File: config.mk
export PLATFORM = sky130hd
export DESIGN_NAME = scl_top
export DESIGN_NICKNAME = d
export VERILOG_FILES = /design/src/rtl/scl_pkg.sv /design/src/rtl/scl_top.sv /design/src/rtl/scl_lane.sv /design/src/rtl/scl_los.sv
export SDC_FILE = /design/constraint.sdc
export NUM_CORES = 1
export LEC_CHECK = 0
export BUFFER_PORTS_ARGS = -buffer_cell sky130_fd_sc_hd__buf_4
export CORE_UTILIZATION = 35
export DETAILED_ROUTE_END_ITERATION = 8
export SLEW_MARGIN = 10
export SYNTH_ARGS = -nofsm -noshare
export SYNTH_HDL_FRONTEND = slang
export SYNTH_SLANG_ARGS = --single-unit
File: constraint.sdc
create_clock -name mclk -period 8.3 [get_ports mclk]
set_input_delay 1.66 -clock mclk [delete_from_list [all_inputs] [get_ports mclk]]
set_output_delay 1.66 -clock mclk [all_outputs]
set_load 0.05 [all_outputs]
File: src/rtl/scl_pkg.sv
/*
  scl_pkg: register numbers, field positions, reset values and codes shared by
  the scramble / power-down / signal-loss channel logic.
  assumes a management port whose address carries a channel bit above a
  five-bit register number, with 16-bit register data.
*/
package scl_pkg;
  localparam int NUM_CHAN = 2;
  localparam int ADDR_W = 6;
  localparam int DATA_W = 16;
  localparam int WORD_W = 20;
  localparam int LFSR_W = 7;

  localparam logic [4:0] REG_CTRL = 5'h01;
  localparam logic [4:0] REG_DEEMPH = 5'h02;
  localparam logic [4:0] REG_CFG3 = 5'h03;
  localparam logic [4:0] REG_STAT = 5'h05;
  localparam logic [4:0] REG_LOSEN = 5'h06;
  localparam logic [4:0] REG_RXEN = 5'h07;
  localparam logic [4:0] REG_RATE = 5'h0A;
  localparam logic [4:0] REG_SCR = 5'h14;
  localparam logic [4:0] REG_TXSEED = 5'h15;
  localparam logic [4:0] REG_RXSEED = 5'h16;

  localparam int PD_BIT = 15;
  localparam int DEEMPH_LSB = 4;
  localparam int DEEMPH_MSB = 12;
  localparam int COMMA_EN_BIT = 7;
  localparam int LOS_STAT_BIT = 2;
  localparam int EN_GPI_BIT = 11;
  localparam int EN_LOS_BIT = 10;
  localparam int EN_SYNC_BIT = 9;
  localparam int EN_PLL_BIT = 8;
  localparam int EN_DEC_BIT = 3;
  localparam int EN_AGC_BIT = 7;
  localparam int EN_AZ_BIT = 6;
  localparam int EN_ARS_BIT = 14;
  localparam int SCR_EN_BIT = 0;
  localparam int RAW20_BIT = 1;

  localparam logic [15:0] CTRL_MASK = 16'h8000;
  localparam logic [15:0] DEEMPH_MASK = 16'h1FF0;
  localparam logic [15:0] CFG3_MASK = 16'h0080;
  localparam logic [15:0] LOSEN_MASK = 16'h0F08;
  localparam logic [15:0] RXEN_MASK = 16'h00C0;
  localparam logic [15:0] RATE_MASK = 16'h4000;
  localparam logic [15:0] SCR_MASK = 16'h0003;
  localparam logic [15:0] SEED_MASK = 16'h007F;

  localparam logic [15:0] REG_RESET = 16'h0000;
  localparam logic [6:0] SEED_RESET = 7'h7F;

  localparam logic [7:0] K28_1_BYTE = 8'h3C;
  localparam logic [7:0] K28_5_BYTE = 8'hBC;
  localparam logic [7:0] K28_7_BYTE = 8'hFC;
endpackage : scl_pkg

File: src/rtl/scl_top.sv
/*
  scl_top: two-channel scramble, power-down and signal-loss control with a
  management register port.
  assumes all inputs are synchronous to mclk and that the pad ring resolves
  the output enables into high-impedance pins.
*/
`timescale 1ns/1ps
`default_nettype none
module scl_top
  import scl_pkg::*;
(
  input wire logic mclk,
  input wire logic rstn,
  input wire logic [ADDR_W-1:0] reg_addr,
  input wire logic [DATA_W-1:0] reg_wdata,
  input wire logic reg_wr,
  input wire logic reg_rd,
  output logic [DATA_W-1:0] reg_rdata,
  input wire logic chan_a_powerdown_n,
  input wire logic chan_b_powerdown_n,
  input wire logic [WORD_W-1:0] chan_a_tx_word,
  input wire logic [WORD_W-1:0] chan_b_tx_word,
  output logic [WORD_W-1:0] chan_a_ser_word,
  output logic [WORD_W-1:0] chan_b_ser_word,
  output logic chan_a_ser_oe,
  output logic chan_b_ser_oe,
  input wire logic [WORD_W-1:0] chan_a_rx_dec_word,
  input wire logic [WORD_W-1:0] chan_b_rx_dec_word,
  output logic [WORD_W-1:0] chan_a_rx_word,
  output logic [WORD_W-1:0] chan_b_rx_word,
  output logic chan_a_rx_oe,
  output logic chan_b_rx_oe,
  output logic [8:0] chan_a_deemph,
  output logic [8:0] chan_b_deemph,
  output logic chan_a_signal_loss,
  output logic chan_b_signal_loss,
  input wire logic general_input_one,
  input wire logic [NUM_CHAN-1:0] los_detect,
  input wire logic [NUM_CHAN-1:0] sync_lost,
  input wire logic [NUM_CHAN-1:0] pll_unlock,
  input wire logic [NUM_CHAN-1:0] rate_sense_locked,
  input wire logic [NUM_CHAN-1:0] gain_control_locked,
  input wire logic [NUM_CHAN-1:0] offset_cal_done
);
  logic rst_meta_reg;
  logic rst_n;
  logic [NUM_CHAN-1:0][WORD_W-1:0] tx_in;
  logic [NUM_CHAN-1:0][WORD_W-1:0] rx_in;
  logic [NUM_CHAN-1:0][WORD_W-1:0] ser_q;
  logic [NUM_CHAN-1:0][WORD_W-1:0] rx_q;
  logic [NUM_CHAN-1:0] pd_pin;
  logic [NUM_CHAN-1:0] pd;
  logic [NUM_CHAN-1:0] oe_reg;
  logic [NUM_CHAN-1:0] loss_now;
  logic [NUM_CHAN-1:0] loss_reg;
  logic [NUM_CHAN-1:0][DATA_W-1:0] ctrl_reg;
  logic [NUM_CHAN-1:0][DATA_W-1:0] deemph_reg;
  logic [NUM_CHAN-1:0][DATA_W-1:0] cfg3_reg;
  logic [NUM_CHAN-1:0][DATA_W-1:0] losen_reg;
  logic [NUM_CHAN-1:0][DATA_W-1:0] rxen_reg;
  logic [NUM_CHAN-1:0][DATA_W-1:0] rate_reg;
  logic [NUM_CHAN-1:0][DATA_W-1:0] scr_reg;
  logic [NUM_CHAN-1:0][DATA_W-1:0] txseed_reg;
  logic [NUM_CHAN-1:0][DATA_W-1:0] rxseed_reg;
  logic [DATA_W-1:0] rdata_next;
  logic rd_ch;

  // the second stage alone feeds the design
  always_ff @(posedge mclk or negedge rstn) begin
    if (!rstn) begin
      rst_meta_reg <= 1'b0;
      rst_n <= 1'b0;
    end else begin
      rst_meta_reg <= 1'b1;
      rst_n <= rst_meta_reg;
    end
  end

  assign tx_in = {chan_b_tx_word, chan_a_tx_word};
  assign rx_in = {chan_b_rx_dec_word, chan_a_rx_dec_word};
  assign pd_pin = {!chan_b_powerdown_n, !chan_a_powerdown_n};

  genvar ch;
  generate
    for (ch = 0; ch < NUM_CHAN; ch++) begin : g_chan
      logic wsel;
      assign wsel = reg_wr && (reg_addr[5] == 1'(ch));

      always_ff @(posedge mclk or negedge rst_n) begin
        if (!rst_n) begin
          ctrl_reg[ch] <= REG_RESET;
          deemph_reg[ch] <= REG_RESET;
          cfg3_reg[ch] <= REG_RESET;
          losen_reg[ch] <= REG_RESET;
          rxen_reg[ch] <= REG_RESET;
          rate_reg[ch] <= REG_RESET;
          scr_reg[ch] <= REG_RESET;
          txseed_reg[ch] <= {9'h000, SEED_RESET};
          rxseed_reg[ch] <= {9'h000, SEED_RESET};
        end else if (wsel) begin
          unique case (reg_addr[4:0])
            REG_CTRL: ctrl_reg[ch] <= reg_wdata & CTRL_MASK;
            REG_DEEMPH: deemph_reg[ch] <= reg_wdata & DEEMPH_MASK;
            REG_CFG3: cfg3_reg[ch] <= reg_wdata & CFG3_MASK;
            REG_LOSEN: losen_reg[ch] <= reg_wdata & LOSEN_MASK;
            REG_RXEN: rxen_reg[ch] <= reg_wdata & RXEN_MASK;
            REG_RATE: rate_reg[ch] <= reg_wdata & RATE_MASK;
            REG_SCR: scr_reg[ch] <= reg_wdata & SCR_MASK;
            REG_TXSEED: txseed_reg[ch] <= reg_wdata & SEED_MASK;
            REG_RXSEED: rxseed_reg[ch] <= reg_wdata & SEED_MASK;
            default: ;
          endcase
        end
      end

      assign pd[ch] = pd_pin[ch] || ctrl_reg[ch][PD_BIT];

      always_ff @(posedge mclk or negedge rst_n) begin
        if (!rst_n) begin
          oe_reg[ch] <= 1'b0;
        end else begin
          oe_reg[ch] <= !pd[ch];
        end
      end

      scl_lane u_tx (
        .clk(mclk),
        .rst_n(rst_n),
        .run(!pd[ch]),
        .scr_en(scr_reg[ch][SCR_EN_BIT]),
        .raw20(scr_reg[ch][RAW20_BIT]),
        .seed(txseed_reg[ch][LFSR_W-1:0]),
        .word_in(tx_in[ch]),
        .word_out(ser_q[ch])
      );

      // no seed exchange exists, so the receive seed is trusted as programmed
      scl_lane u_rx (
        .clk(mclk),
        .rst_n(rst_n),
        .run(!pd[ch]),
        .scr_en(scr_reg[ch][SCR_EN_BIT]),
        .raw20(scr_reg[ch][RAW20_BIT]),
        .seed(rxseed_reg[ch][LFSR_W-1:0]),
        .word_in(rx_in[ch]),
        .word_out(rx_q[ch])
      );

      scl_los u_los (
        .en_los(losen_reg[ch][EN_LOS_BIT]),
        .en_gpi(losen_reg[ch][EN_GPI_BIT]),
        .en_sync(losen_reg[ch][EN_SYNC_BIT]),
        .en_pll(losen_reg[ch][EN_PLL_BIT]),
        .en_dec(losen_reg[ch][EN_DEC_BIT]),
        .en_ars(rate_reg[ch][EN_ARS_BIT]),
        .en_agc(rxen_reg[ch][EN_AGC_BIT]),
        .en_az(rxen_reg[ch][EN_AZ_BIT]),
        .raw20(scr_reg[ch][RAW20_BIT]),
        .comma_en(cfg3_reg[ch][COMMA_EN_BIT]),
        .los_detect(los_detect[ch]),
        .gpi(general_input_one),
        .sync_lost(sync_lost[ch]),
        .pll_unlock(pll_unlock[ch]),
        .dec_err(!scr_reg[ch][RAW20_BIT] && (rx_in[ch][19] || rx_in[ch][9])),
        .rate_locked(rate_sense_locked[ch]),
        .agc_locked(gain_control_locked[ch]),
        .az_done(offset_cal_done[ch]),
        .loss(loss_now[ch])
      );

      // one register stage keeps the pin glitch free
      always_ff @(posedge mclk or negedge rst_n) begin
        if (!rst_n) begin
          loss_reg[ch] <= 1'b0;
        end else begin
          loss_reg[ch] <= loss_now[ch];
        end
      end
    end
  endgenerate

  // register reads ignore power-down so software can always reach the port
  assign rd_ch = reg_addr[5];
  always_comb begin
    rdata_next = '0;
    unique case (reg_addr[4:0])
      REG_CTRL: rdata_next = ctrl_reg[rd_ch];
      REG_DEEMPH: rdata_next = deemph_reg[rd_ch];
      REG_CFG3: rdata_next = cfg3_reg[rd_ch];
      REG_STAT: rdata_next[LOS_STAT_BIT] = loss_reg[rd_ch];
      REG_LOSEN: rdata_next = losen_reg[rd_ch];
      REG_RXEN: rdata_next = rxen_reg[rd_ch];
      REG_RATE: rdata_next = rate_reg[rd_ch];
      REG_SCR: rdata_next = scr_reg[rd_ch];
      REG_TXSEED: rdata_next = txseed_reg[rd_ch];
      REG_RXSEED: rdata_next = rxseed_reg[rd_ch];
      default: rdata_next = '0;
    endcase
  end

  always_ff @(posedge mclk or negedge rst_n) begin
    if (!rst_n) begin
      reg_rdata <= '0;
    end else if (reg_rd) begin
      reg_rdata <= rdata_next;
    end else begin
      reg_rdata <= '0;
    end
  end

  assign chan_a_ser_word = ser_q[0];
  assign chan_b_ser_word = ser_q[1];
  assign chan_a_rx_word = rx_q[0];
  assign chan_b_rx_word = rx_q[1];
  assign chan_a_ser_oe = oe_reg[0];
  assign chan_b_ser_oe = oe_reg[1];
  assign chan_a_rx_oe = oe_reg[0];
  assign chan_b_rx_oe = oe_reg[1];
  assign chan_a_deemph = deemph_reg[0][DEEMPH_MSB:DEEMPH_LSB];
  assign chan_b_deemph = deemph_reg[1][DEEMPH_MSB:DEEMPH_LSB];
  assign chan_a_signal_loss = loss_reg[0];
  assign chan_b_signal_loss = loss_reg[1];
endmodule : scl_top
`default_nettype wire

File: src/rtl/scl_lane.sv
/*
  scl_lane: one scrambler or descrambler stage for a two-symbol parallel word,
  registered output. additive scrambling makes the same logic its own inverse.
  assumes the first symbol sits in bits 18:10 and the second in 8:0.
*/
`timescale 1ns/1ps
`default_nettype none
module scl_lane
  import scl_pkg::*;
(
  input wire logic clk,
  input wire logic rst_n,
  input wire logic run,
  input wire logic scr_en,
  input wire logic raw20,
  input wire logic [LFSR_W-1:0] seed,
  input wire logic [WORD_W-1:0] word_in,
  output logic [WORD_W-1:0] word_out
);
  logic [LFSR_W-1:0] lfsr_reg;
  logic [LFSR_W-1:0] lfsr_mid;
  logic [LFSR_W-1:0] lfsr_next;
  logic [8:0] sym0_out;
  logic [8:0] sym1_out;

  // returns {next state, symbol}; k characters bypass; K28.1, K28.5 and K28.7 load the seed, other k characters hold the state
  function automatic logic [15:0] scr_sym(input logic [6:0] st, input logic [8:0] sym, input logic [6:0] sd);
    logic [6:0] s;
    logic [8:0] o;
    logic fb;
    s = st;
    o = sym;
    if (sym[8]) begin
      if (sym[7:0] == K28_1_BYTE || sym[7:0] == K28_5_BYTE || sym[7:0] == K28_7_BYTE) begin
        s = sd;
      end
    end else begin
      for (int i = 7; i >= 0; i--) begin
        fb = s[6] ^ s[5];
        o[i] = sym[i] ^ fb;
        s = {s[5:0], fb};
      end
    end
    return {s, o};
  endfunction : scr_sym

  always_comb begin
    {lfsr_mid, sym0_out} = scr_sym(lfsr_reg, word_in[18:10], seed);
    {lfsr_next, sym1_out} = scr_sym(lfsr_mid, word_in[8:0], seed);
  end

  // run drops in power-down, so the sequence freezes rather than drifting
  always_ff @(posedge clk or negedge rst_n) begin
    if (!rst_n) begin
      lfsr_reg <= SEED_RESET;
    end else if (run && scr_en && !raw20) begin
      lfsr_reg <= lfsr_next;
    end
  end

  always_ff @(posedge clk or negedge rst_n) begin
    if (!rst_n) begin
      word_out <= '0;
    end else if (run) begin
      if (raw20) begin
        word_out <= word_in;
      end else if (scr_en) begin
        word_out <= {word_in[19], sym0_out, word_in[9], sym1_out};
      end else begin
        word_out <= word_in;
      end
    end
  end
endmodule : scl_lane
`default_nettype wire

File: src/rtl/scl_los.sv
/*
  scl_los: combinational signal-loss aggregation for one channel.
  assumes enables come from management registers and conditions are synchronous.
*/
`timescale 1ns/1ps
`default_nettype none
module scl_los
  import scl_pkg::*;
(
  input wire logic en_los,
  input wire logic en_gpi,
  input wire logic en_sync,
  input wire logic en_pll,
  input wire logic en_dec,
  input wire logic en_ars,
  input wire logic en_agc,
  input wire logic en_az,
  input wire logic raw20,
  input wire logic comma_en,
  input wire logic los_detect,
  input wire logic gpi,
  input wire logic sync_lost,
  input wire logic pll_unlock,
  input wire logic dec_err,
  input wire logic rate_locked,
  input wire logic agc_locked,
  input wire logic az_done,
  output logic loss
);
  logic sync_term;

  // in raw mode sync means nothing without comma detection
  assign sync_term = en_sync && sync_lost && (!raw20 || comma_en);
  assign loss = (en_los && los_detect)
    || (en_gpi && !gpi)
    || sync_term
    || (en_pll && pll_unlock)
    || (en_dec && dec_err)
    || (en_ars && !rate_locked)
    || (en_agc && !agc_locked)
    || (en_az && !az_done);
endmodule : scl_los
`default_nettype wire

; ---- Yosys cells after proc, flatten, opt, wreduce, memory -nomap -nowiden
; Index checks and enable logic that the tools add are counted.
[classes]
n_mux = 56
reduce_logical = 93
magnitude_cmp = 1
n_eq_ne = 34
bitwise = 129
[op_table]
columns = cell, n
row1 = 16-bit two-way mux, 11
row2 = 18-bit two-way mux, 8
row3 = 8-bit equality test (second input constant), 16
row4 = 1-bit XOR, 128
row5 = 7-bit two-way mux, 18
row6 = 13-bit one-hot mux with 9 select lines, 1
row7 = 8-bit two-way mux, 10
row8 = 8-bit by 6-bit equality test with 1-bit output (second input constant), 8
row9 = 1-bit logical OR, 36
row10 = 2-bit AND reduction, 18
row11 = 1-bit logical AND, 26
row12 = 2-bit one-hot mux with 9 select lines, 1
row13 = 5-bit by 3-bit equality test with 1-bit output (second input constant), 3
row14 = 5-bit equality test (second input constant), 3
row15 = 15-bit two-way mux, 1
row16 = 1-bit zero test, 13
row17 = 13-bit two-way mux, 1
row18 = 12-bit two-way mux, 1
row19 = 5-bit by 2-bit equality test with 1-bit output (second input constant), 2
row20 = 1-bit one-hot mux with 10 select lines, 1
row21 = 5-bit by 1-bit equality test with 1-bit output (second input constant), 1
row22 = 5-bit by 4-bit equality test with 1-bit output (second input constant), 1
row23 = 1-bit by 2-bit less-than comparator with 1-bit output (second input constant), 1
row24 = 1-bit two-way mux, 2
row25 = 2 further kinds, 2
[totals]
output_inout_bits = 120
regBits = 200
inputBits = 121
word_cells = 346

; ---- Depth between registers and ports, before layout
; Gate-level depths: netlist of run 1.
[depth]
ltp_word = 11
depth_mapped = 7
depth_no_buf = 6

; ---- By module
; A second synthesis of run 1 with hierarchy kept.
[unflattened]
cells_unflattened = 1170
hier_area_um2 = 11708.7
[modules_own_cells]
columns = mod, instances, area_per_inst_um2, seq_area_each_um2, cells_per_inst
row1 = scl_lane, 4, 1850.5, 684.4, 212
row2 = scl_top, 1, 4171.5, 2312.2, 302
row3 = scl_los, 2, 67.6, 0.0, 10

; ---- Least setup slack after synthesis of run 1
; No wires, ideal clock.
[synth_timing]
path_kind = input port to flip-flop
startpoint = input port chan_b_tx_word[11]
endpoint = register g_chan[1].u_tx.word_out[1]
slack_ns = 4.869
arrival_ns = 3.349
path_stages = 6
cell_sequence = nand4b_1 > o31ai_1 > a31oi_4 > xnor3_1 > or3_1 > a31oi_1
[synth_between]
elab_chain_len = 11
elab_cells_between_ends = 13
cone_classes = eq/ne (3) / mux (5) / bitwise (3) / reduce/logical (2)
[synth_lines]
columns = element, line_no
row1 = "start, declared", scl_top.sv:22  ; input wire logic [WORD_W-1:0] chan_b_tx_word,
row2 = 8-bit by 6-bit equality test with 1-bit output / 8-bit equality test (equally long branches), scl_lane.sv:34  ; if (sym[7:0] == K28_1_BYTE || sym[7:0] == K28_5_BYTE || sym[7:0] == K28_7_BYTE) begin
row3 = 1-bit logical OR, scl_lane.sv:34
row4 = 1-bit logical OR *, scl_lane.sv:34
row5 = 7-bit two-way mux *, scl_lane.sv:34
row6 = 7-bit two-way mux *, scl_lane.sv:33  ; if (sym[8]) begin
row7 = 1-bit XOR, scl_lane.sv:39  ; fb = s[6] ^ s[5];
row8 = 1-bit XOR *, scl_lane.sv:39
row9 = 1-bit XOR *, scl_lane.sv:40  ; o[i] = sym[i] ^ fb;
row10 = 8-bit two-way mux *, scl_lane.sv:33
row11 = 18-bit two-way mux *, scl_lane.sv:67  ; end else if (scr_en) begin
row12 = 18-bit two-way mux *, scl_lane.sv:65  ; if (raw20) begin
row13 = "end signal, assigned", scl_lane.sv:66  ; word_out <= word_in;
row14 = "end signal, assigned", scl_lane.sv:68  ; word_out <= {word_in[19], sym0_out, word_in[9], sym1_out};
row15 = "end signal, assigned", scl_lane.sv:70  ; word_out <= word_in;
row16 = "end, declared", scl_lane.sv:18  ; output logic [WORD_W-1:0] word_out
; Mark *: on every way between the ends. The rest lies on a longest branch, timed or not.
; A chain may end at the register's enable or synchronous reset.

; ---- Final worst setup path of run 1
[layout_timing]
startpoint = input port chan_b_powerdown_n
endpoint = register g_chan[1].u_rx.lfsr_reg[4]
[layout_between]
elab_chain_len = 5
[layout_lines]
columns = element, line_no
row1 = "start, declared", scl_top.sv:20  ; input wire logic chan_b_powerdown_n,
row2 = 1-bit zero test, scl_top.sv:81  ; assign pd_pin = {!chan_b_powerdown_n, !chan_a_powerdown_n};
row3 = 1-bit logical OR, scl_top.sv:116  ; assign pd[ch] = pd_pin[ch] || ctrl_reg[ch][PD_BIT];
row4 = 1-bit zero test, scl_top.sv:141  ; .run(!pd[ch]),
row5 = 1-bit logical AND (2 in a row), scl_lane.sv:56  ; end else if (run && scr_en && !raw20) begin
row6 = "end signal, assigned", scl_lane.sv:57  ; lfsr_reg <= lfsr_next;
row7 = "end, declared", scl_lane.sv:20  ; logic [LFSR_W-1:0] lfsr_reg;
; No other way between the ends.

==> results.tsv, run 1 <==
stage	metric	value	unit
critical_path	crit_top_cell	buf_4	
layout	finalNetCount	1472	
critical_path	slowest_stage	nand3_1	
die	core_area	31600	sq um
critical_path	cp.arrival	4.56	ns
logic_synthesis	synth_cell_types	55	
critical_path	reg2reg_depth	6	
power_and_ir_drop	finalPower	3.47	mW
clock_network	cts.sinks	199	
clock_network	post_cts.repair.setup_buffers	0	
min_path	hp-class	reg -> async	
timing	slew_violations	0	
die	pin_count	241	
critical_path	worst_setup_path_end_kind	flop	
logic_synthesis	muxShareOfSynthArea	10.6	%
critical_path	cp-startpoint	chan_b_powerdown_n	
place	port_buffers	238	
critical_path	r2r_end	g_chan[1].u_rx.lfsr_reg[4]	
power_and_ir_drop	power_density	248	nW/um^2
critical_path	crit_chain	buf_4, nand2b_1, buf_4, clkinv_1, nand3_1, or2_2, o221ai_1	
clock_network	cts.path.max_buffers	2	
logic_synthesis	synthSimpleGateAreaFrac	17.2	%
critical_path	endpoint	g_chan[1].u_rx.lfsr_reg[4]	
clock_network	clock_latency	0.45	ns
logic_synthesis	netlist_instances	1156	
critical_path	crit_required	8.66	ns
clock_network	cts-root-buf	clkbuf_16	
logic_synthesis	synth_top_area_cell	dfrtp_1	
place	finalWeightedCongestion	0.892	
critical_path	cp_num_cells	7	
place	dp_slack	3.59	ns
timing	finalClockSkew	0.0133	ns
timing	tightest_slew	1.14	ns
logic_synthesis	synth_top_family_by_area	simple AND/OR/NAND/NOR gates	
die	die_area	33000	sq um
detailed_routing	drtIter0Drc	629	
grt	grtUsageTotal	20.3	%
power_and_ir_drop	p_leak	5.85	nW
logic_synthesis	yosys.area.top_type_share	31.7	%
timing	period_needed	4.20	ns
clock_network	hold_buffers	0	
critical_path	crit_type	in -> reg	
layout	final_cells	1766	
layout	post-route-util	44.1	%
place	dpl.cell_count	1734	
clock_network	h-tree-depth	4	
grt	grt_max_degree	172	
detailed_routing	route.antenna.remaining_nets	0	
detailed_routing	totalWireLength	33100	microns
logic_synthesis	syn_area	11300	sq um
critical_path	rrSetupSlack	4.95	ns
critical_path	critPathTopFamily	buffers and inverters	
grt	grt_overflow	0	
place	place_hpwl	24500	microns
clock_network	clkTransAtPathRegs	0.08	ns
logic_synthesis	ys_ff_latch	199	
detailed_routing	avgRoutedWirePerCell	18.7	microns
timing	setup_ws	4.10	ns
layout	syn_to_final_growth	23.5	%
logic_synthesis	syn_avg_cell_area	9.78	sq um
logic_synthesis	synth_nets	1277	
critical_path	critical_path.max_fanout	43	
clock_network	cts_tree	built	
layout	drive_above_1_share	31.7	%
detailed_routing	via_per_inst	5.40	
logic_synthesis	synth_edf_count	0	
timing	period_share	50.5	%
grt	grt_pass1_wl	52400	microns
logic_synthesis	synth_compound_area_share	15.6	%
layout	reg_top3	g_chan.u_rx.word_out x40, g_chan.u_tx.word_out x40, reg_rdata x15	
logic_synthesis	synth-main-ff-cell	dfrtp_1	
logic_synthesis	ys_seq_area_share	44.7	%
detailed_routing	post-route-drc-count	0	
timing	setup_violations	0	
critical_path	path_buf_inv	3	
critical_path	r2r-start	ctrl_reg[31]	
die	num_rows	65	
die	initial_core_util	35.7	%
die	die_w	182	microns
logic_synthesis	yosys.area_share.adder	0	%
status	outcome	finished clean	
critical_path	cp_slowest_stage_delay	1.00	ns
layout	antenna-diode-count	0	
detailed_routing	drtPass1Iterations	5	
clock_network	numCtsBuffers	17	
detailed_routing	via_count	9531	
logic_synthesis	synthArstFlopShare	100	%
timing	hold_viol	0	
grt	first_global_vias	9170	
logic_synthesis	synth_warnings	0	
timing	tns	0	ns
timing	fmax	0.238	GHz
critical_path	start_kind	primary input	
clock_network	ctsResizeCount	0	
grt	antenna_found_initial	0	
logic_synthesis	synth_area_leaders	dfrtp_1, dfstp_2, mux2_2, nand2_1, xor2_1	
timing	slew_headroom	23.6	%
power_and_ir_drop	ir_worst_vdd	0.133	mV
die	die_h	182	microns
job	cap_viol_max_count	0	
logic_synthesis	synth_xor_xnor_area_share	8.46	%
timing	rsz0062_at_grt	no	
-- how the worst min path moves through the flow --
stage                      start                         end  slack [ns]
floorplan           rst_meta_reg                       rst_n        0.33
global placement           rst_n  g_chan[0].u_tx.word_out[9]        0.26
detailed placement         rst_n  g_chan[0].u_tx.word_out[9]        0.26
CTS                        rst_n  g_chan[0].u_tx.word_out[9]        0.26
global route               rst_n  g_chan[0].u_tx.word_out[9]        0.28
finish                     rst_n            chan_a_deemph[3]        0.24
-- worst reg2reg max path, cell delays in order, from the launching register on --
cell,delay (ns)
dfrtp_1,0.41
nand2b_1,0.12
buf_4,0.37
clkinv_1,0.95
nand3_1,1.00
or2_2,0.28
o221ai_1,0.13
-- Yosys cell counts (21+ instances only) --
cell type    n
nand2_1    149
xor2_1      60
a31oi_1     56
nor2b_1     21
clkbuf_1    41
nor2_1      95
dfstp_2     56
xnor2_1     28
mux2i_1     37
o21ai_0     79
o31ai_1     29
dfrtp_1    143
nand4_1     31
mux2_2      72
or3_1       33
-- cell families (layout without fill, tap and decap cells) --
family / count (synthesis) / count (layout)
AND/OR/NAND/NOR: 405 / 405
AO/OA/AOI/OAI: 258 / 258
flip-flops: 199 / 199
multiplexers: 110 / 110
XOR/XNOR: 96 / 96
buffers and inverters: 86 / 294
other: 2 / 2
-- layout by cell type, fill, tap and decap left out, types with 5 or more instances in the layout --
| master | n |
|---|---|
| inv_1 | 13 |
| nand3_1 | 10 |
| dfrtp_1 | 142 |
| nor2_1 | 95 |
| o221ai_1 | 17 |
| a31oi_2 | 8 |
| nand2b_1 | 16 |
| nand2_1 | 149 |
| a21oi_1 | 19 |
| o31ai_1 | 29 |
| nor2b_1 | 21 |
| nor4_1 | 8 |
| buf_4 | 247 |
| clkbuf_16 | 17 |
| dfstp_2 | 56 |
| mux2_2 | 72 |
| a31oi_1 | 56 |
| inv_6 | 5 |
| a22o_1 | 6 |
| xnor2_1 | 28 |
| mux2i_1 | 37 |
| nand4b_1 | 8 |
| nand4_1 | 31 |
| a222oi_1 | 5 |
| nor3_1 | 11 |
| a221oi_1 | 5 |
| o21ai_0 | 79 |
| xor2_1 | 60 |
| or3_1 | 33 |
| a211oi_1 | 9 |
| or2_2 | 8 |
-- metal layers --
metal / vias to the layer above / wire, microns / GRT usage [%]
met4: 0 / 664 / 6.00
met3: 35 / 2120 / 4.39
met1: 4606 / 15400 / 28.4
met5: - / 0 / 0
met2: 320 / 14900 / 31.5
li1: 4570 / - / -
-- power breakdown --
part / internal, mW / switching (mW) / total, mW
clock network: 0.433 / 0.410 / 0.843
logic: 0.487 / 0.794 / 1.28
registers: 1.17 / 0.172 / 1.34
-- final cells by class --
class / instances / area [sq um]
Fill cell: 3066 / 17700
Timing Repair Buffer: 248 / 1870
Clock inverter: 13 / 134
Clock buffer: 19 / 443
Multi-Input combinational cell: 871 / 5900
Tap cell: 402 / 503
Inverter: 14 / 52.6
Sequential cell: 199 / 5050
-- metrics by stage --
stage / hold slack [ns] / area, sq um
CTS: 0.263 / 14000
floorplan: 0.331 / 11300
global route: 0.279 / 14000
global placement: 0.257 / 13400
finish: 0.243 / 14000
detailed placement: 0.256 / 13400
Note: power is estimated with default switching activity, not from simulation.
==> run 2: changes to the inputs <==
==> constraint.sdc (replaced) <==
create_clock -name mclk -period 3.5 [get_ports mclk]
set_input_delay 0.7 -clock mclk [delete_from_list [all_inputs] [get_ports mclk]]
set_output_delay 0.7 -clock mclk [all_outputs]
set_load 0.05 [all_outputs]
==> run 2 against run 1 <==
  * Routed wire length increased by 3.0%
  * Worst hold slack improved by 0.12 ns
  * Sequential share of layout area decreased by 0.29 points
  * First-iteration DRC count increased by 15%
  * Largest cell class unchanged
  * Highest routed layer unchanged
==> results.tsv, run 2 (synthesized netlist as in run 1, its figures left out) <==
stage	metric	value	unit	change
timing	tns	0	ns	unchanged
critical_path	crit_required	3.86	ns	-4.80 ns
critical_path	crit_type	reg -> reg		
detailed_routing	via_count	9624		+0.98%
layout	postLayoutCellArea	14100	sq um	+0.81%
layout	final_cell_mix	buf_4, nand2_1, dfrtp_1		
timing	setup_ws	1.05	ns	-3.06 ns
timing	slew_headroom	46.5	%	+23 points
grt	grt_max_degree	58		-66%
timing	period_needed	2.45	ns	
detailed_routing	drtPass1Iterations	7		+2
timing	setup_violations	0		unchanged
timing	fmax	0.407	GHz	
die	core_area	31600	sq um	unchanged
die	num_rows	65		unchanged
critical_path	cp.arrival	2.82	ns	-1.74 ns
detailed_routing	via_per_inst	5.42		+0.41%
grt	first_global_vias	9422		+2.7%
min_path	hp-class	reg -> reg		
die	initial_core_util	35.7	%	unchanged
detailed_routing	drtIter0Drc	723		+15%
detailed_routing	totalWireLength	34100	microns	+3.0%
clock_network	cts-root-buf	clkbuf_16		
layout	antenna-diode-count	0		unchanged
timing	period_share	70.1	%	
clock_network	cts.sinks	199		unchanged
layout	final_common_cell	buf_4		
die	die_h	182	microns	unchanged
critical_path	worst_setup_path_end_kind	flop		
grt	grt_pass1_wl	53800	microns	+2.6%
power_and_ir_drop	ir_worst_vdd	0.318	mV	+140%
power_and_ir_drop	power_density	593	nW/um^2	+140%
clock_network	clock_latency	0.45	ns	about the same
layout	post-route-util	44.5	%	+0.36 points
clock_network	numCtsBuffers	17		unchanged
timing	tightest_slew	0.803	ns	-0.339 ns
timing	hold_viol	0		unchanged
power_and_ir_drop	p_leak	5.91	nW	+1.1%
place	port_buffers	238		unchanged
critical_path	start_kind	flop		
layout	final.fill_count	3024		-1.4%
clock_network	cts_tree	built		
grt	antenna_found_initial	0		unchanged
clock_network	cts.path.max_buffers	2		unchanged
place	dp_slack	0.617	ns	-2.97 ns
timing	finalClockSkew	0.0132	ns	-0.0000911 ns
grt	grtUsageTotal	21.0	%	+0.63 points
layout	finalNetCount	1482		+0.68%
die	die_w	182	microns	unchanged
grt	grt_overflow	0		unchanged
job	cap_viol_max_count	0		unchanged
timing	rsz0062_at_grt	no		
detailed_routing	route.antenna.remaining_nets	0		unchanged
detailed_routing	post-route-drc-count	0		unchanged
timing	slew_violations	0		unchanged
detailed_routing	avgRoutedWirePerCell	19.2	microns	+2.4%
layout	syn_to_final_growth	24.5	%	
die	die_area	33000	sq um	unchanged
place	placed_area	13500	sq um	+0.50%
critical_path	critical_path.max_fanout	18		-58%
clock_network	clkTransAtPathRegs	0.08	ns	about the same
place	finalWeightedCongestion	0.923		+3.5%
place	place_hpwl	25500	microns	+3.9%
clock_network	post_cts.repair.setup_buffers	0		unchanged
die	pin_count	241		unchanged
status	outcome	finished clean		
clock_network	h-tree-depth	4		unchanged
layout	drive_above_1_share	32.2	%	+0.50 points
layout	reg_top3	g_chan.u_rx.word_out x40, g_chan.u_tx.word_out x40, reg_rdata x15		
==> run 2: changes by cell type in the layout (fill, tap and decap cells not counted), sizes merged <==
| cell | before | now |
|---|---|---|
| dlygate4sd3 | 0 | 1 |
| clkinvlp | 1 | 0 |
| inv | 21 | 18 |
| buf | 248 | 257 |
| bufinv | 1 | 2 |
| clkbuf | 19 | 17 |
| clkinv | 4 | 9 |
==> run 2: critical path, cell delays in order, from the launching register on <==
cell and delay, ns:
dfrtp_1 0.42, nand2b_1 0.45, clkinv_1 0.15, nand3_1 0.57
or2_2 0.58, o221ai_1 0.20
==> run 2: timing repair <==
action,in CTS,in global routing
endpoints found under the hold margin,2,0
hold buffers,1,0
setup endpoints to repair,0,0
resized for setup,0,0
==> run 2: cell type report <==
class | instances | area [sq um] | share of cell area [%]
Timing Repair Buffer | 258 | 1950 | 13.9
Inverter | 14 | 52.6 | 0.373
Sequential cell | 199 | 5050 | 35.9
Tap cell | 402 | 503 | 3.57
Clock buffer | 17 | 425 | 3.02
Multi-Input combinational cell | 871 | 5900 | 41.9
Clock inverter | 15 | 186 | 1.32
==> run 2: power breakdown <==
| group | internal (mW) | switching, mW |
|---|---|---|
| Sequential | 2.78 | 0.416 |
| Clock | 1.09 | 1.01 |
| Combinational | 1.16 | 1.90 |
| Total | 5.02 | 3.32 |
==> run 2: metrics by stage <==
step,std cells,total power [mW],hold slack [ns]
6_report,1776,8.34,0.362
4_1_cts,1776,8.39,0.368
3_5_place_dp,1743,6.28,0.344
5_1_grt,1776,8.80,0.370
2_1_floorplan,1156,5.29,0.331
3_3_place_gp,1743,6.25,0.336
==> run 2: final timing paths <==
kind                                              end  slack [ns]  cells past startpoint         start
min                                             rst_n        0.36                      0  rst_meta_reg
min reg2reg                                     rst_n        0.36                      0  rst_meta_reg
min in group asynchronous            chan_b_deemph[5]        0.42                      0         rst_n
max reg2reg                g_chan[1].u_tx.lfsr_reg[4]        1.05                      5  ctrl_reg[31]
max                        g_chan[1].u_tx.lfsr_reg[4]        1.05                      5  ctrl_reg[31]
max in group asynchronous               rxseed_reg[2]        2.07                      1         rst_n
==> run 2: layer usage <==
| layer | wire [microns] | up-vias | GRT usage, % |
|---|---|---|---|
| met3 | 2210 | 48 | 4.57 |
| met2 | 15200 | 349 | 31.8 |
| li1 | - | 4604 | - |
| met1 | 15800 | 4623 | 29.4 |
| met4 | 854 | 0 | 7.46 |
| met5 | 0 | - | 0 |
==> run 3: changes to the inputs <==
==> constraint.sdc (replaced) <==
create_clock -name mclk -period 2.55 [get_ports mclk]
set_input_delay 0.51 -clock mclk [delete_from_list [all_inputs] [get_ports mclk]]
set_output_delay 0.51 -clock mclk [all_outputs]
set_load 0.05 [all_outputs]
==> run 3 against run 2 <==
  * Routed wire length is 0.41% lower
  * Critical path depth rose by 1
  * Non-clock buffer count increased by 43
  * Setup slack got worse by 0.73 ns
  * Die area is the same
  * Clock power rose by 23%
  * Maximum frequency up 9.8%
  * Count of clock-buffer cells in the layout increased by 7
  * Cell count up 2.4%
  * Flip-flop and latch count unchanged
  * Via count rose by 1.8%
  * Highest routed layer unchanged
==> results.tsv, run 3 (synthesized netlist as in run 1, its figures left out) <==
stage	metric	value	unit	change
clock_network	clkTransAtPathRegs	0.08	ns	about the same
timing	tns	0	ns	unchanged
timing	slew_violations	0		unchanged
grt	antenna_found_initial	0		unchanged
layout	drive_above_1_share	33.9	%	+1.7 points
layout	finalNetCount	1525		+2.9%
clock_network	h-tree-depth	4		unchanged
power_and_ir_drop	ir_worst_vdd	0.469	mV	+47%
critical_path	rrSetupSlack	0.31	ns	-0.73 ns
grt	grt_pass1_wl	53200	microns	-1.1%
timing	finalClockSkew	0.0154	ns	+0.00214 ns
detailed_routing	route.antenna.remaining_nets	0		unchanged
detailed_routing	drtPass1Iterations	5		-2
power_and_ir_drop	power_frac_seq	38.8	%	+0.5 points
die	num_rows	65		unchanged
power_and_ir_drop	swShare	39.4	%	-0.43 points
critical_path	r2r_end	g_chan[1].u_tx.word_out[1]		
timing	period_needed	2.24	ns	-0.219 ns
critical_path	cp-startpoint	g_chan[1].u_tx.lfsr_reg[4]		
power_and_ir_drop	switchingPower	4.44	mW	+34%
layout	final_common_cell	buf_4		
die	die_w	182	microns	unchanged
clock_network	cts_tree	built		
layout	reg_top3	g_chan.u_rx.word_out x40, g_chan.u_tx.word_out x40, reg_rdata x15		
die	die_area	33000	sq um	unchanged
place	port_buffers	238		unchanged
critical_path	r2r-start	g_chan[1].u_tx.lfsr_reg[4]		
layout	antenna-diode-count	0		unchanged
die	core_area	31600	sq um	unchanged
clock_network	cts.sinks	199		unchanged
detailed_routing	totalWireLength	33900	microns	-0.41%
timing	period_share	87.7	%	+18 points
timing	rsz0062_at_grt	no		
power_and_ir_drop	intPower	6.84	mW	+36%
place	placed_area	13800	sq um	+2.6%
place	place_hpwl	26100	microns	+2.2%
detailed_routing	via_per_inst	5.39		-0.62%
critical_path	cp.arrival	2.60	ns	-0.22 ns
clock_network	clock_latency	0.44	ns	about the same
detailed_routing	via_count	9796		+1.8%
critical_path	crit_type	reg -> reg		
die	die_h	182	microns	unchanged
grt	grt_max_degree	54		-6.9%
critical_path	crit_required	2.91	ns	-0.95 ns
timing	tightest_slew	0.650	ns	-0.153 ns
clock_network	cts.path.max_buffers	2		unchanged
critical_path	critical_path.max_fanout	5		-13
die	pin_count	241		unchanged
die	initial_core_util	35.7	%	unchanged
clock_network	cts-root-buf	clkbuf_16		
clock_network	post_cts.repair.setup_buffers	0		unchanged
min_path	hp-class	in -> reg		
critical_path	worst_setup_path_end_kind	flop		
grt	first_global_vias	9522		+1.1%
timing	slew_headroom	56.1	%	+9.6 points
status	outcome	finished clean		
detailed_routing	post-route-drc-count	0		unchanged
clock_network	numCtsBuffers	17		unchanged
critical_path	reg2reg_depth	6		+1
timing	fmax	0.447	GHz	+9.8%
grt	grt_overflow	0		unchanged
power_and_ir_drop	power_density	786	nW/um^2	+33%
power_and_ir_drop	power_frac_clock	22.8	%	-2.3 points
layout	postLayoutCellArea	14400	sq um	+1.9%
grt	grtUsageTotal	20.7	%	-0.30 points
power_and_ir_drop	p_leak	6.08	nW	+2.9%
timing	setup_violations	0		unchanged
detailed_routing	avgRoutedWirePerCell	18.7	microns	-2.8%
layout	syn_to_final_growth	27.0	%	
power_and_ir_drop	combPwrFrac	38.5	%	+1.9 points
layout	final_cell_mix	buf_4, nand2_1, dfrtp_1		
place	finalWeightedCongestion	0.892		-3.3%
timing	hold_viol	0		unchanged
detailed_routing	drtIter0Drc	715		-1.1%
job	cap_viol_max_count	0		unchanged
critical_path	start_kind	flop		
critical_path	endpoint	g_chan[1].u_tx.word_out[1]		
-- run 3: routing by layer --
metal  vias up  track usage (%)  share of wire [%]
met1      4730             28.6                 46
li1       4677                -                  -
met3        49             4.59                6.8
met2       340             31.8                 45
met5         -                0                  0
met4         0             7.05                2.6
-- run 3: per-stage QoR --
stage | instances | worst slack (ns) | hold slack [ns] | power, mW | util, %
4_1_cts | 1819 | 0.337 | 0.248 | 11.4 | 45.4
3_5_place_dp | 1786 | 0.0902 | 0.297 | 8.77 | 43.6
5_1_grt | 1819 | 0.213 | 0.257 | 11.9 | 45.4
6_report | 1819 | 0.314 | 0.265 | 11.3 | 45.4
2_1_floorplan | 1156 | 0.269 | 0.214 | 7.26 | -
3_3_place_gp | 1786 | 0.126 | 0.293 | 8.73 | 43.6
-- run 3: layout make-up --
class                      count  area (sq um)
timing repair buffer         301          2300
multi-input combinational    871          5900
sequential                   199          5050
fill                        3065         17300
inverter                      14          52.6
clock buffer                  24           472
clock inverter                 8          66.3
tap                          402           503
-- run 3: repair_timing --
action | 4_1_cts | 5_1_grt
endpoints found under the hold margin | 2 | 0
hold buffers | 1 | 0
resized for setup | 0 | 0
-- run 3: how the worst min path moves through the flow --
| stage | from | to | slack (ns) | cells past startpoint |
|---|---|---|---|---|
| 2_1_floorplan | rstn | rst_meta_reg | 0.21 | 0 |
| 3_3_place_gp | rstn | rst_meta_reg | 0.29 | 1 |
| 3_5_place_dp | rstn | rst_meta_reg | 0.30 | 1 |
| 4_1_cts | chan_b_tx_word[9] | g_chan[1].u_tx.word_out[9] | 0.25 | 3 |
| 5_1_grt | chan_a_tx_word[19] | g_chan[0].u_tx.word_out[19] | 0.26 | 3 |
| 6_report | chan_b_tx_word[9] | g_chan[1].u_tx.word_out[9] | 0.27 | 3 |
-- run 3: critical path, cell delays in order (launching register included) --
cell,delay [ns]
dfstp_2,0.62
xor2_1,0.29
nor2_1,0.09
a31oi_2,0.20
xnor3_1,0.48
or3_1,0.31
a31oi_1,0.17
-- run 3: power by group through the flow --
stage | registers, mW | logic (mW) | clock network, mW
floorplan | 5.14 | 2.13 | 0
global route | 4.45 | 4.66 | 2.76
detailed placement | 4.43 | 4.34 | 0
global placement | 4.42 | 4.31 | 0
CTS | 4.38 | 4.35 | 2.64
finish | 4.38 | 4.34 | 2.57
